==> config.mk <==
export PLATFORM = sky130hd
export DESIGN_NAME = dffpc_ctrl
export DESIGN_NICKNAME = d
export VERILOG_FILES = /design/src/logic/dffpc_pkg.sv /design/src/logic/dffpc_ctrl.sv /design/src/logic/dffpc_delay_rom.sv
export VERILOG_INCLUDE_DIRS = /design/src /design/src/logic
export SDC_FILE = /design/constraint.sdc
export NUM_CORES = 1
export LEC_CHECK = 0
export ABC_AREA = 1
export BUFFER_PORTS_ARGS = -buffer_cell sky130_fd_sc_hd__buf_2
export CAP_MARGIN = 20
export CORE_ASPECT_RATIO = 2
export CORE_MARGIN = 5
export CORE_UTILIZATION = 35
export CTS_BUF_LIST = sky130_fd_sc_hd__clkbuf_8 sky130_fd_sc_hd__clkbuf_16
export CTS_CLUSTER_SIZE = 20
export DETAILED_ROUTE_END_ITERATION = 10
export GPL_TIMING_DRIVEN = 0
export MAX_ROUTING_LAYER = met4
export SETUP_SLACK_MARGIN = 0.02
export SYNTH_ARGS = -nofsm -noshare
export SYNTH_HDL_FRONTEND = slang
export SYNTH_SLANG_ARGS = --single-unit
==> constraint.sdc <==
create_clock -name clk -period 3.4 [get_ports clk]
set_clock_uncertainty 0.15 [all_clocks]
set_input_delay 0.68 -clock clk [delete_from_list [all_inputs] [get_ports clk]]
set_output_delay 0.68 -clock clk [all_outputs]
set_load 0.02 [all_outputs]
==> src/logic/dffpc_map.svh <==
// Constants of the loop-zero frequency-fail, sampling and build-out control bank.
// Assumes an 8-bit configuration port with 9-bit addresses.
// What this block does
// - Frequency failure causes reference switch only when mask bit 4 is set.
// - Frequency failure causes holdover only when mask bit 0 is set.
// - Bits 7:6 pick rising, falling, low-pulse or high-pulse reference sampling.
// - Pulse modes sample midway between the two edges of the pulse.
// - Delay code in bits 4:0 maps to ten ms times ten to code/8.
// - Delay code resets to eleven, about 237 ms.
// - Build-out control bit 2 enables phase accumulation; low holds it at zero.
// - Build-out control bit 1 enables occurrence counting; low holds it at zero.
// - Build-out control bit 0 enables build-out; reset leaves it disabled.
// - Build-out fires only when phase error and slope exceed their thresholds.
`ifndef DFFPC_MAP_SVH
`define DFFPC_MAP_SVH

`define DFFPC_ADDR_W 9
`define DFFPC_ADDR_FFM 9'h10E
`define DFFPC_ADDR_EHD 9'h10F
`define DFFPC_ADDR_PAC 9'h110

`define DFFPC_RST_FFM 8'h01
`define DFFPC_RST_EHD 8'h0B
`define DFFPC_RST_PAC 8'h00
`define DFFPC_RST_DELAY 17'h000ED

`define DFFPC_FFM_MASK 8'h11
`define DFFPC_EHD_MASK 8'hDF
`define DFFPC_PAC_MASK 8'h07

`define DFFPC_BIT_SWITCH 4
`define DFFPC_BIT_HOLD 0
`define DFFPC_MODE_HI 7
`define DFFPC_MODE_LO 6
`define DFFPC_CODE_HI 4
`define DFFPC_BIT_ACC 2
`define DFFPC_BIT_CNT 1
`define DFFPC_BIT_PBO 0

`define DFFPC_RUN_W 16
`define DFFPC_RUN_MAX 16'hFFFF
`define DFFPC_DELAY_W 17
`define DFFPC_ACC_W 20
`define DFFPC_CNT_W 16

`endif

==> src/logic/dffpc_pkg.sv <==
// Types shared by the control bank and its delay table.
// Assumes the map header supplies all numeric constants.
`default_nettype none
package dffpc_pkg;
  typedef enum logic [1:0] {
    DFFPC_RISE,
    DFFPC_FALL,
    DFFPC_LOW_PULSE,
    DFFPC_HIGH_PULSE
  } dffpc_mode_e;
  typedef logic [7:0] dffpc_byte_t;
endpackage
`default_nettype wire

==> src/logic/dffpc_ctrl.sv <==
// Loop-zero control bank: frequency-fail masks, reference sampling, build-out control.
// Assumes the configuration port, monitors and phase detector share clk.
`include "dffpc_map.svh"
`default_nettype none
module dffpc_ctrl (
  // Clock and reset
  input wire logic clk,
  input wire logic rst_n,
  // Configuration port
  input wire logic [`DFFPC_ADDR_W-1:0] cfg_addr,
  input wire logic cfg_wr,
  input wire dffpc_pkg::dffpc_byte_t cfg_wdata,
  input wire logic cfg_rd,
  output dffpc_pkg::dffpc_byte_t cfg_rdata,
  // Reference monitor and reference
  input wire logic ref_freq_fail,
  input wire logic ref_in,
  // Phase detector and build-out thresholds
  input wire logic phase_valid,
  input wire logic [7:0] phase_err,
  input wire logic [7:0] phase_slope,
  input wire logic [7:0] phase_err_th,
  input wire logic [7:0] slope_th,
  // Loop steering
  output logic ref_switch_req,
  output logic holdover_req,
  output dffpc_pkg::dffpc_mode_e ref_sample_mode,
  output logic ref_sample,
  output logic [`DFFPC_DELAY_W-1:0] holdover_store_delay_ms,
  // Build-out results
  output logic pbo_fire,
  output logic [`DFFPC_CNT_W-1:0] pbo_count,
  output logic [`DFFPC_ACC_W-1:0] pbo_phase_acc
);
  import dffpc_pkg::*;

  dffpc_byte_t ffm_r, ffm_nxt;
  dffpc_byte_t ehd_r, ehd_nxt;
  dffpc_byte_t pac_r, pac_nxt;
  dffpc_byte_t rdata_r, rdata_nxt;

  function automatic dffpc_byte_t read_mux(input logic [`DFFPC_ADDR_W-1:0] a,
                                           input dffpc_byte_t f, input dffpc_byte_t e,
                                           input dffpc_byte_t p);
    unique case (a)
      `DFFPC_ADDR_FFM: read_mux = f;
      `DFFPC_ADDR_EHD: read_mux = e;
      `DFFPC_ADDR_PAC: read_mux = p;
      default: read_mux = 8'h00;
    endcase
  endfunction

  // Register file
  always_comb begin
    ffm_nxt = ffm_r;
    ehd_nxt = ehd_r;
    pac_nxt = pac_r;
    rdata_nxt = rdata_r;
    if (cfg_wr) begin
      if (cfg_addr == `DFFPC_ADDR_FFM) begin
        ffm_nxt = (cfg_wdata & `DFFPC_FFM_MASK) | (`DFFPC_RST_FFM & ~`DFFPC_FFM_MASK);
      end
      if (cfg_addr == `DFFPC_ADDR_EHD) begin
        ehd_nxt = (cfg_wdata & `DFFPC_EHD_MASK) | (`DFFPC_RST_EHD & ~`DFFPC_EHD_MASK);
      end
      if (cfg_addr == `DFFPC_ADDR_PAC) begin
        pac_nxt = (cfg_wdata & `DFFPC_PAC_MASK) | (`DFFPC_RST_PAC & ~`DFFPC_PAC_MASK);
      end
    end
    if (cfg_rd) begin
      rdata_nxt = read_mux(cfg_addr, ffm_r, ehd_r, pac_r);
    end
  end

  always_ff @(posedge clk or negedge rst_n) begin
    if (!rst_n) begin
      ffm_r <= `DFFPC_RST_FFM;
      ehd_r <= `DFFPC_RST_EHD;
      pac_r <= `DFFPC_RST_PAC;
      rdata_r <= 8'h00;
    end else begin
      ffm_r <= ffm_nxt;
      ehd_r <= ehd_nxt;
      pac_r <= pac_nxt;
      rdata_r <= rdata_nxt;
    end
  end
  assign cfg_rdata = rdata_r;

  // Failure steering
  logic switch_r, switch_nxt, hold_r, hold_nxt;
  always_comb begin
    switch_nxt = ref_freq_fail & ffm_r[`DFFPC_BIT_SWITCH];
    hold_nxt = ref_freq_fail & ffm_r[`DFFPC_BIT_HOLD];
  end

  always_ff @(posedge clk or negedge rst_n) begin
    if (!rst_n) begin
      switch_r <= 1'b0;
      hold_r <= 1'b0;
    end else begin
      switch_r <= switch_nxt;
      hold_r <= hold_nxt;
    end
  end
  assign ref_switch_req = switch_r;
  assign holdover_req = hold_r;

  // Reference sampling
  dffpc_mode_e mode_r, mode_nxt;
  logic prev_r, prev_nxt, samp_r, samp_nxt;
  logic [`DFFPC_RUN_W-1:0] run_r, run_nxt, width_r, width_nxt;
  logic in_pulse;

  always_comb begin
    mode_nxt = dffpc_mode_e'(ehd_r[`DFFPC_MODE_HI:`DFFPC_MODE_LO]);
    prev_nxt = ref_in;
    in_pulse = (mode_r == DFFPC_HIGH_PULSE) ? ref_in : ~ref_in;
    width_nxt = width_r;
    if (ref_in != prev_r) begin
      run_nxt = '0;
      // Last pulse width predicts where the middle of the next one lies
      if (in_pulse == 1'b0) begin
        width_nxt = run_r;
      end
    end else if (run_r != `DFFPC_RUN_MAX) begin
      run_nxt = run_r + 16'h0001;
    end else begin
      run_nxt = run_r;
    end
    unique case (mode_r)
      DFFPC_RISE: samp_nxt = ref_in & ~prev_r;
      DFFPC_FALL: samp_nxt = ~ref_in & prev_r;
      DFFPC_LOW_PULSE, DFFPC_HIGH_PULSE: begin
        samp_nxt = in_pulse & (run_nxt == {1'b0, width_r[`DFFPC_RUN_W-1:1]});
      end
    endcase
  end

  always_ff @(posedge clk or negedge rst_n) begin
    if (!rst_n) begin
      mode_r <= DFFPC_RISE;
      prev_r <= 1'b0;
      samp_r <= 1'b0;
      run_r <= '0;
      width_r <= '0;
    end else begin
      mode_r <= mode_nxt;
      prev_r <= prev_nxt;
      samp_r <= samp_nxt;
      run_r <= run_nxt;
      width_r <= width_nxt;
    end
  end
  assign ref_sample_mode = mode_r;
  assign ref_sample = samp_r;

  // Holdover storage delay
  dffpc_delay_rom u_delay_rom (
    .clk(clk),
    .rst_n(rst_n),
    .code(ehd_r[`DFFPC_CODE_HI:0]),
    .delay_ms(holdover_store_delay_ms)
  );

  // Phase build-out
  logic fire_r, fire_nxt;
  logic [`DFFPC_CNT_W-1:0] cnt_r, cnt_nxt;
  logic [`DFFPC_ACC_W-1:0] acc_r, acc_nxt;

  always_comb begin
    fire_nxt = pac_r[`DFFPC_BIT_PBO] & phase_valid &
               (phase_err > phase_err_th) & (phase_slope > slope_th);
    if (!pac_r[`DFFPC_BIT_CNT]) begin
      cnt_nxt = '0;
    end else if (fire_r) begin
      cnt_nxt = cnt_r + 16'h0001;
    end else begin
      cnt_nxt = cnt_r;
    end
    if (!pac_r[`DFFPC_BIT_ACC]) begin
      acc_nxt = '0;
    end else if (fire_r) begin
      acc_nxt = acc_r + {12'h000, phase_err};
    end else begin
      acc_nxt = acc_r;
    end
  end

  always_ff @(posedge clk or negedge rst_n) begin
    if (!rst_n) begin
      fire_r <= 1'b0;
      cnt_r <= '0;
      acc_r <= '0;
    end else begin
      fire_r <= fire_nxt;
      cnt_r <= cnt_nxt;
      acc_r <= acc_nxt;
    end
  end
  assign pbo_fire = fire_r;
  assign pbo_count = cnt_r;
  assign pbo_phase_acc = acc_r;
endmodule // dffpc_ctrl
`default_nettype wire

==> src/logic/dffpc_delay_rom.sv <==
// Holdover storage delay table: five-bit code to delay in milliseconds.
// Assumes one clock; data appear one cycle after the code.
`include "dffpc_map.svh"
`default_nettype none
module dffpc_delay_rom (
  // Clock and reset
  input wire logic clk,
  input wire logic rst_n,
  // Lookup
  input wire logic [4:0] code,
  output logic [`DFFPC_DELAY_W-1:0] delay_ms
);
  import dffpc_pkg::*;

  // Each step is an eighth of a decade, rounded from 10 ms * 10^(code/8)
  localparam logic [`DFFPC_DELAY_W-1:0] TABLE [32] = '{
    17'h0000A, 17'h0000D, 17'h00012, 17'h00018, 17'h00020, 17'h0002A, 17'h00038, 17'h0004B,
    17'h00064, 17'h00085, 17'h000B2, 17'h000ED, 17'h0013C, 17'h001A6, 17'h00232, 17'h002EE,
    17'h003E8, 17'h00536, 17'h006F2, 17'h00943, 17'h00C5A, 17'h01079, 17'h015F7, 17'h01D4B,
    17'h02710, 17'h03417, 17'h04577, 17'h05CA2, 17'h07B87, 17'h0A4BA, 17'h0DBAA, 17'h124ED
  };

  logic [`DFFPC_DELAY_W-1:0] delay_nxt;

  always_comb begin
    delay_nxt = TABLE[code];
  end

  always_ff @(posedge clk or negedge rst_n) begin
    if (!rst_n) begin
      // Matches the reset code so the output is consistent before the first lookup
      delay_ms <= `DFFPC_RST_DELAY;
    end else begin
      delay_ms <= delay_nxt;
    end
  end
endmodule // dffpc_delay_rom
`default_nettype wire

==> impl_metrics.toml <==
[run_status]
status = "finished, final reports clean"

[logic_synthesis]
ys.flop_type = "dfrtp_1"
synth_edf_count = 0
synth.avg_cell_area_um2 = 7.75
ys_types = 48
synth_area_leaders = "dfrtp_1 39%, nand2_1 12%, ha_1 7.3%, inv_1 7.0%, o21ai_0 4.8%"
synth_fp_nets = 917
yosys_register_bits = 110
synth.largest_area_cell = "dfrtp_1"
netlist_instances = 823
yosys.area.top_type_share_pct = 39.2
synth_warnings = 0
async_reset_ff_share_pct = 100
syn_area_mm2 = 0.00638
ys_seq_area_share_pct = 43.4

[timing]
min_period_ns = 2.44
finalSetupViolCount = 0
finalCritPeriodShare_pct = 71.9
worst_pin_slew_ns = 0.610
fmaxAchievable_mhz = 409
slew_violations = 0
rsz0062_at_grt = "false"
hold_violations = 0
setup_tns_ns = 0
fin_ws_ns = 0.957
slew_headroom_pct = 58.8
hold_ws_ns = 0.0179

[floorplanning]
core.rowCount = 70
initial_utilization_pct = 35.2
coreArea_mm2 = 0.0181
dieArea_mm2 = 0.0212
top_level_ports = 123
die_h_um = 201
die_w_um = 105

[layout]
postLayoutCellArea_mm2 = 0.00760
final_cells = 1176
drive_above_1_share_pct = 18.5
final_nets = 1049
n_antenna_cell = 0
fillers = 1892
area_growth_pct = 19.2
register_area_mm2 = 0.00277
post-route-util_pct = 41.9
multi_input_area_mm2 = 0.00305

[critical_path]
crit_chain = "buf_2 -> inv_1 -> ha_1 -> clkbuf_1 -> clkbuf_1 -> nand3b_1 -> nand2_1 -> nor2_1 -> nand2_1 -> nor2_1 -> nand3_1 -> nand2_1"
path_depth = 12
ff2ff_path_depth = 10
critPathArrivalTime_ns = 2.53
worst_r2r_endpoint = "ref_sample"
crit_path_start = "ref_in"
cp-endpoint = "ref_sample"
critPathCaptureType = "register"
cp.required_ns = 3.49
critPathBufInv = 4
crit_top_cell = "nand2_1"
ff2ff_setup_slack_ns = 1.06
max_stage_delay_ns = 0.50
slowest_stage = "clkbuf_1"
crit_fanout = 10
rr_startpoint = "prev_r"
start_kind = "input port"
path_class = "input port to register"
cp_top_family = "buffers and inverters"

[place]
globalplace.congestion = 0.933
placement.io_buffers = 120
dp_hpwl_um = 14500
dp_slack_ns = 0.584
place_inst = 1160
place_area_mm2 = 0.00728

[clock_network]
cts_resized = 0
cts_buffers = 9
clock-sinks = 110
root_buffer = "clkbuf_16"
clk_path_buf_depth = 2
htree_levels = 3
clkTransAtPathRegs_ns = 0.07
cts_tree = "yes"
cts_setup_buffers = 0
clkLatencyLatePin_ns = 0.35
ctsHoldBuffers = 0

[global_routing]
grt_pass1_wl_um = 30300
first_global_vias = 6261
grt_max_degree = 94
grt_overflow = 0
grt_use_total_pct = 18.4
antenna_found_initial = 0

[pwr]
peakVddDrop_v = 0.000236
p_total_mw = 2.79
power.density_mw_per_mm2 = 367
leakagePower_nw = 4.06

[job]
maxCapViolations = 0

[drt]
antenna_left = 0
route.detailed.drc = 0
vias = 5855
wl_per_cell_um = 15.6
finalWirelength_um = 18300
first_pass_iters = 4
vias_per_cell = 4.98
drt-initial-drc-count = 208

[min_path]
hold_class = "input port to asynchronous set/reset pin"
[where the power goes]
group | total (mW) | switching (mW) | internal [mW]
registers | 1.36 | 0.0223 | 1.34
logic | 0.290 | 0.191 | 0.0998
clock network | 1.14 | 0.479 | 0.662
[logic make-up after synthesis]
family | synth area share [%]
AND/OR/NAND/NOR | 26.2
AO/OA/AOI/OAI | 12.7
buffers and inverters | 8.73
flip-flops | 43.4
adder cells (fa/ha/maj) | 7.57
XOR/XNOR | 0.962
multiplexers | 0.353
other | 0.0588
[worst min path at each step]
stage                     startpoint                  to  slack [ns]  cells past startpoint
after floorplan             ehd_r[6]  ref_sample_mode[0]        0.22                      0
after global placement      ehd_r[6]  ref_sample_mode[0]        0.26                      0
after detailed placement    ehd_r[6]  ref_sample_mode[0]        0.26                      0
after CTS                      rst_n    pbo_phase_acc[7]       0.002                      1
after global routing           rst_n          width_r[8]        0.02                      1
final                          rst_n          width_r[8]        0.02                      1
[final cells by class]
class | instances | area share, %
Tap cell | 216 | 3.56
Sequential cell | 110 | 36.4
Buffer | 19 | 1.20
Timing Repair Buffer | 121 | 8.35
Clock inverter | 6 | 1.05
Clock buffer | 10 | 3.14
Multi-Input combinational cell | 570 | 40.2
Inverter | 124 | 6.12
[layer usage]
layer / up-vias / GRT usage [%] / wire (um)
met5: - / - / 0
met4: 0 / 9.85 / 813
li1: 2930 / - / -
met1: 2730 / 17.5 / 6410
met3: 48 / 2.83 / 732
met2: 147 / 34.6 / 10300
[cells in the final DEF, fill, tap and decap left out, types with 3 or more instances in the layout]
cell type and instances:
buf_4 3, nor2_1 72, o22ai_1 4, nand4_1 7, xor2_1 4, nand2_1 206, nand2_2 3, nand3_2 10
o211ai_1 3, o21ai_1 8, a211oi_1 3, nor2_2 3, nor2_4 4, dfrtp_1 100, dfstp_2 10, nor3_1 16
inv_1 122, buf_2 120, a21oi_1 47, a22o_1 3, nand3_1 42, clkbuf_1 13, o21a_1 3, xnor2_1 3
ha_1 37, inv_2 3, clkbuf_16 9, o21ai_0 61, nand3b_1 9
[sequential cells by signal, indices dropped and copies added (netlist names)]
| signal | flops |
|---|---|
| pbo_fire | 1 |
| pac_r | 3 |
| prev_r | 1 |
| pbo_count | 16 |
| u_delay_rom.delay_ms | 17 |
| cfg_rdata | 7 |
| holdover_req | 1 |
| ref_sample_mode | 2 |
| run_r | 16 |
| ref_sample | 1 |
| pbo_phase_acc | 20 |
| width_r | 15 |
| ffm_r | 2 |
| ehd_r | 7 |
| ref_switch_req | 1 |
[synthesized netlist by cell type (2+ instances only)]
master,instances
nand2_1,206
inv_1,119
dfrtp_1,100
nor2_1,72
o21ai_0,61
a21oi_1,47
nand3_1,42
ha_1,37
nor3_1,16
clkbuf_1,13
dfstp_2,10
nand3_2,10
nand3b_1,9
o21ai_1,8
nand4_1,7
nor2_4,4
o22ai_1,4
xor2_1,4
a211oi_1,3
a22o_1,3
buf_4,3
inv_2,3
nand2_2,3
nor2_2,3
o211ai_1,3
o21a_1,3
xnor2_1,3
a32oi_1,2
clkinv_1,2
mux2_2,2
o221ai_1,2
o311ai_0,2
o31ai_1,2
No activity file was read; power rests on OpenSTA's default activity.
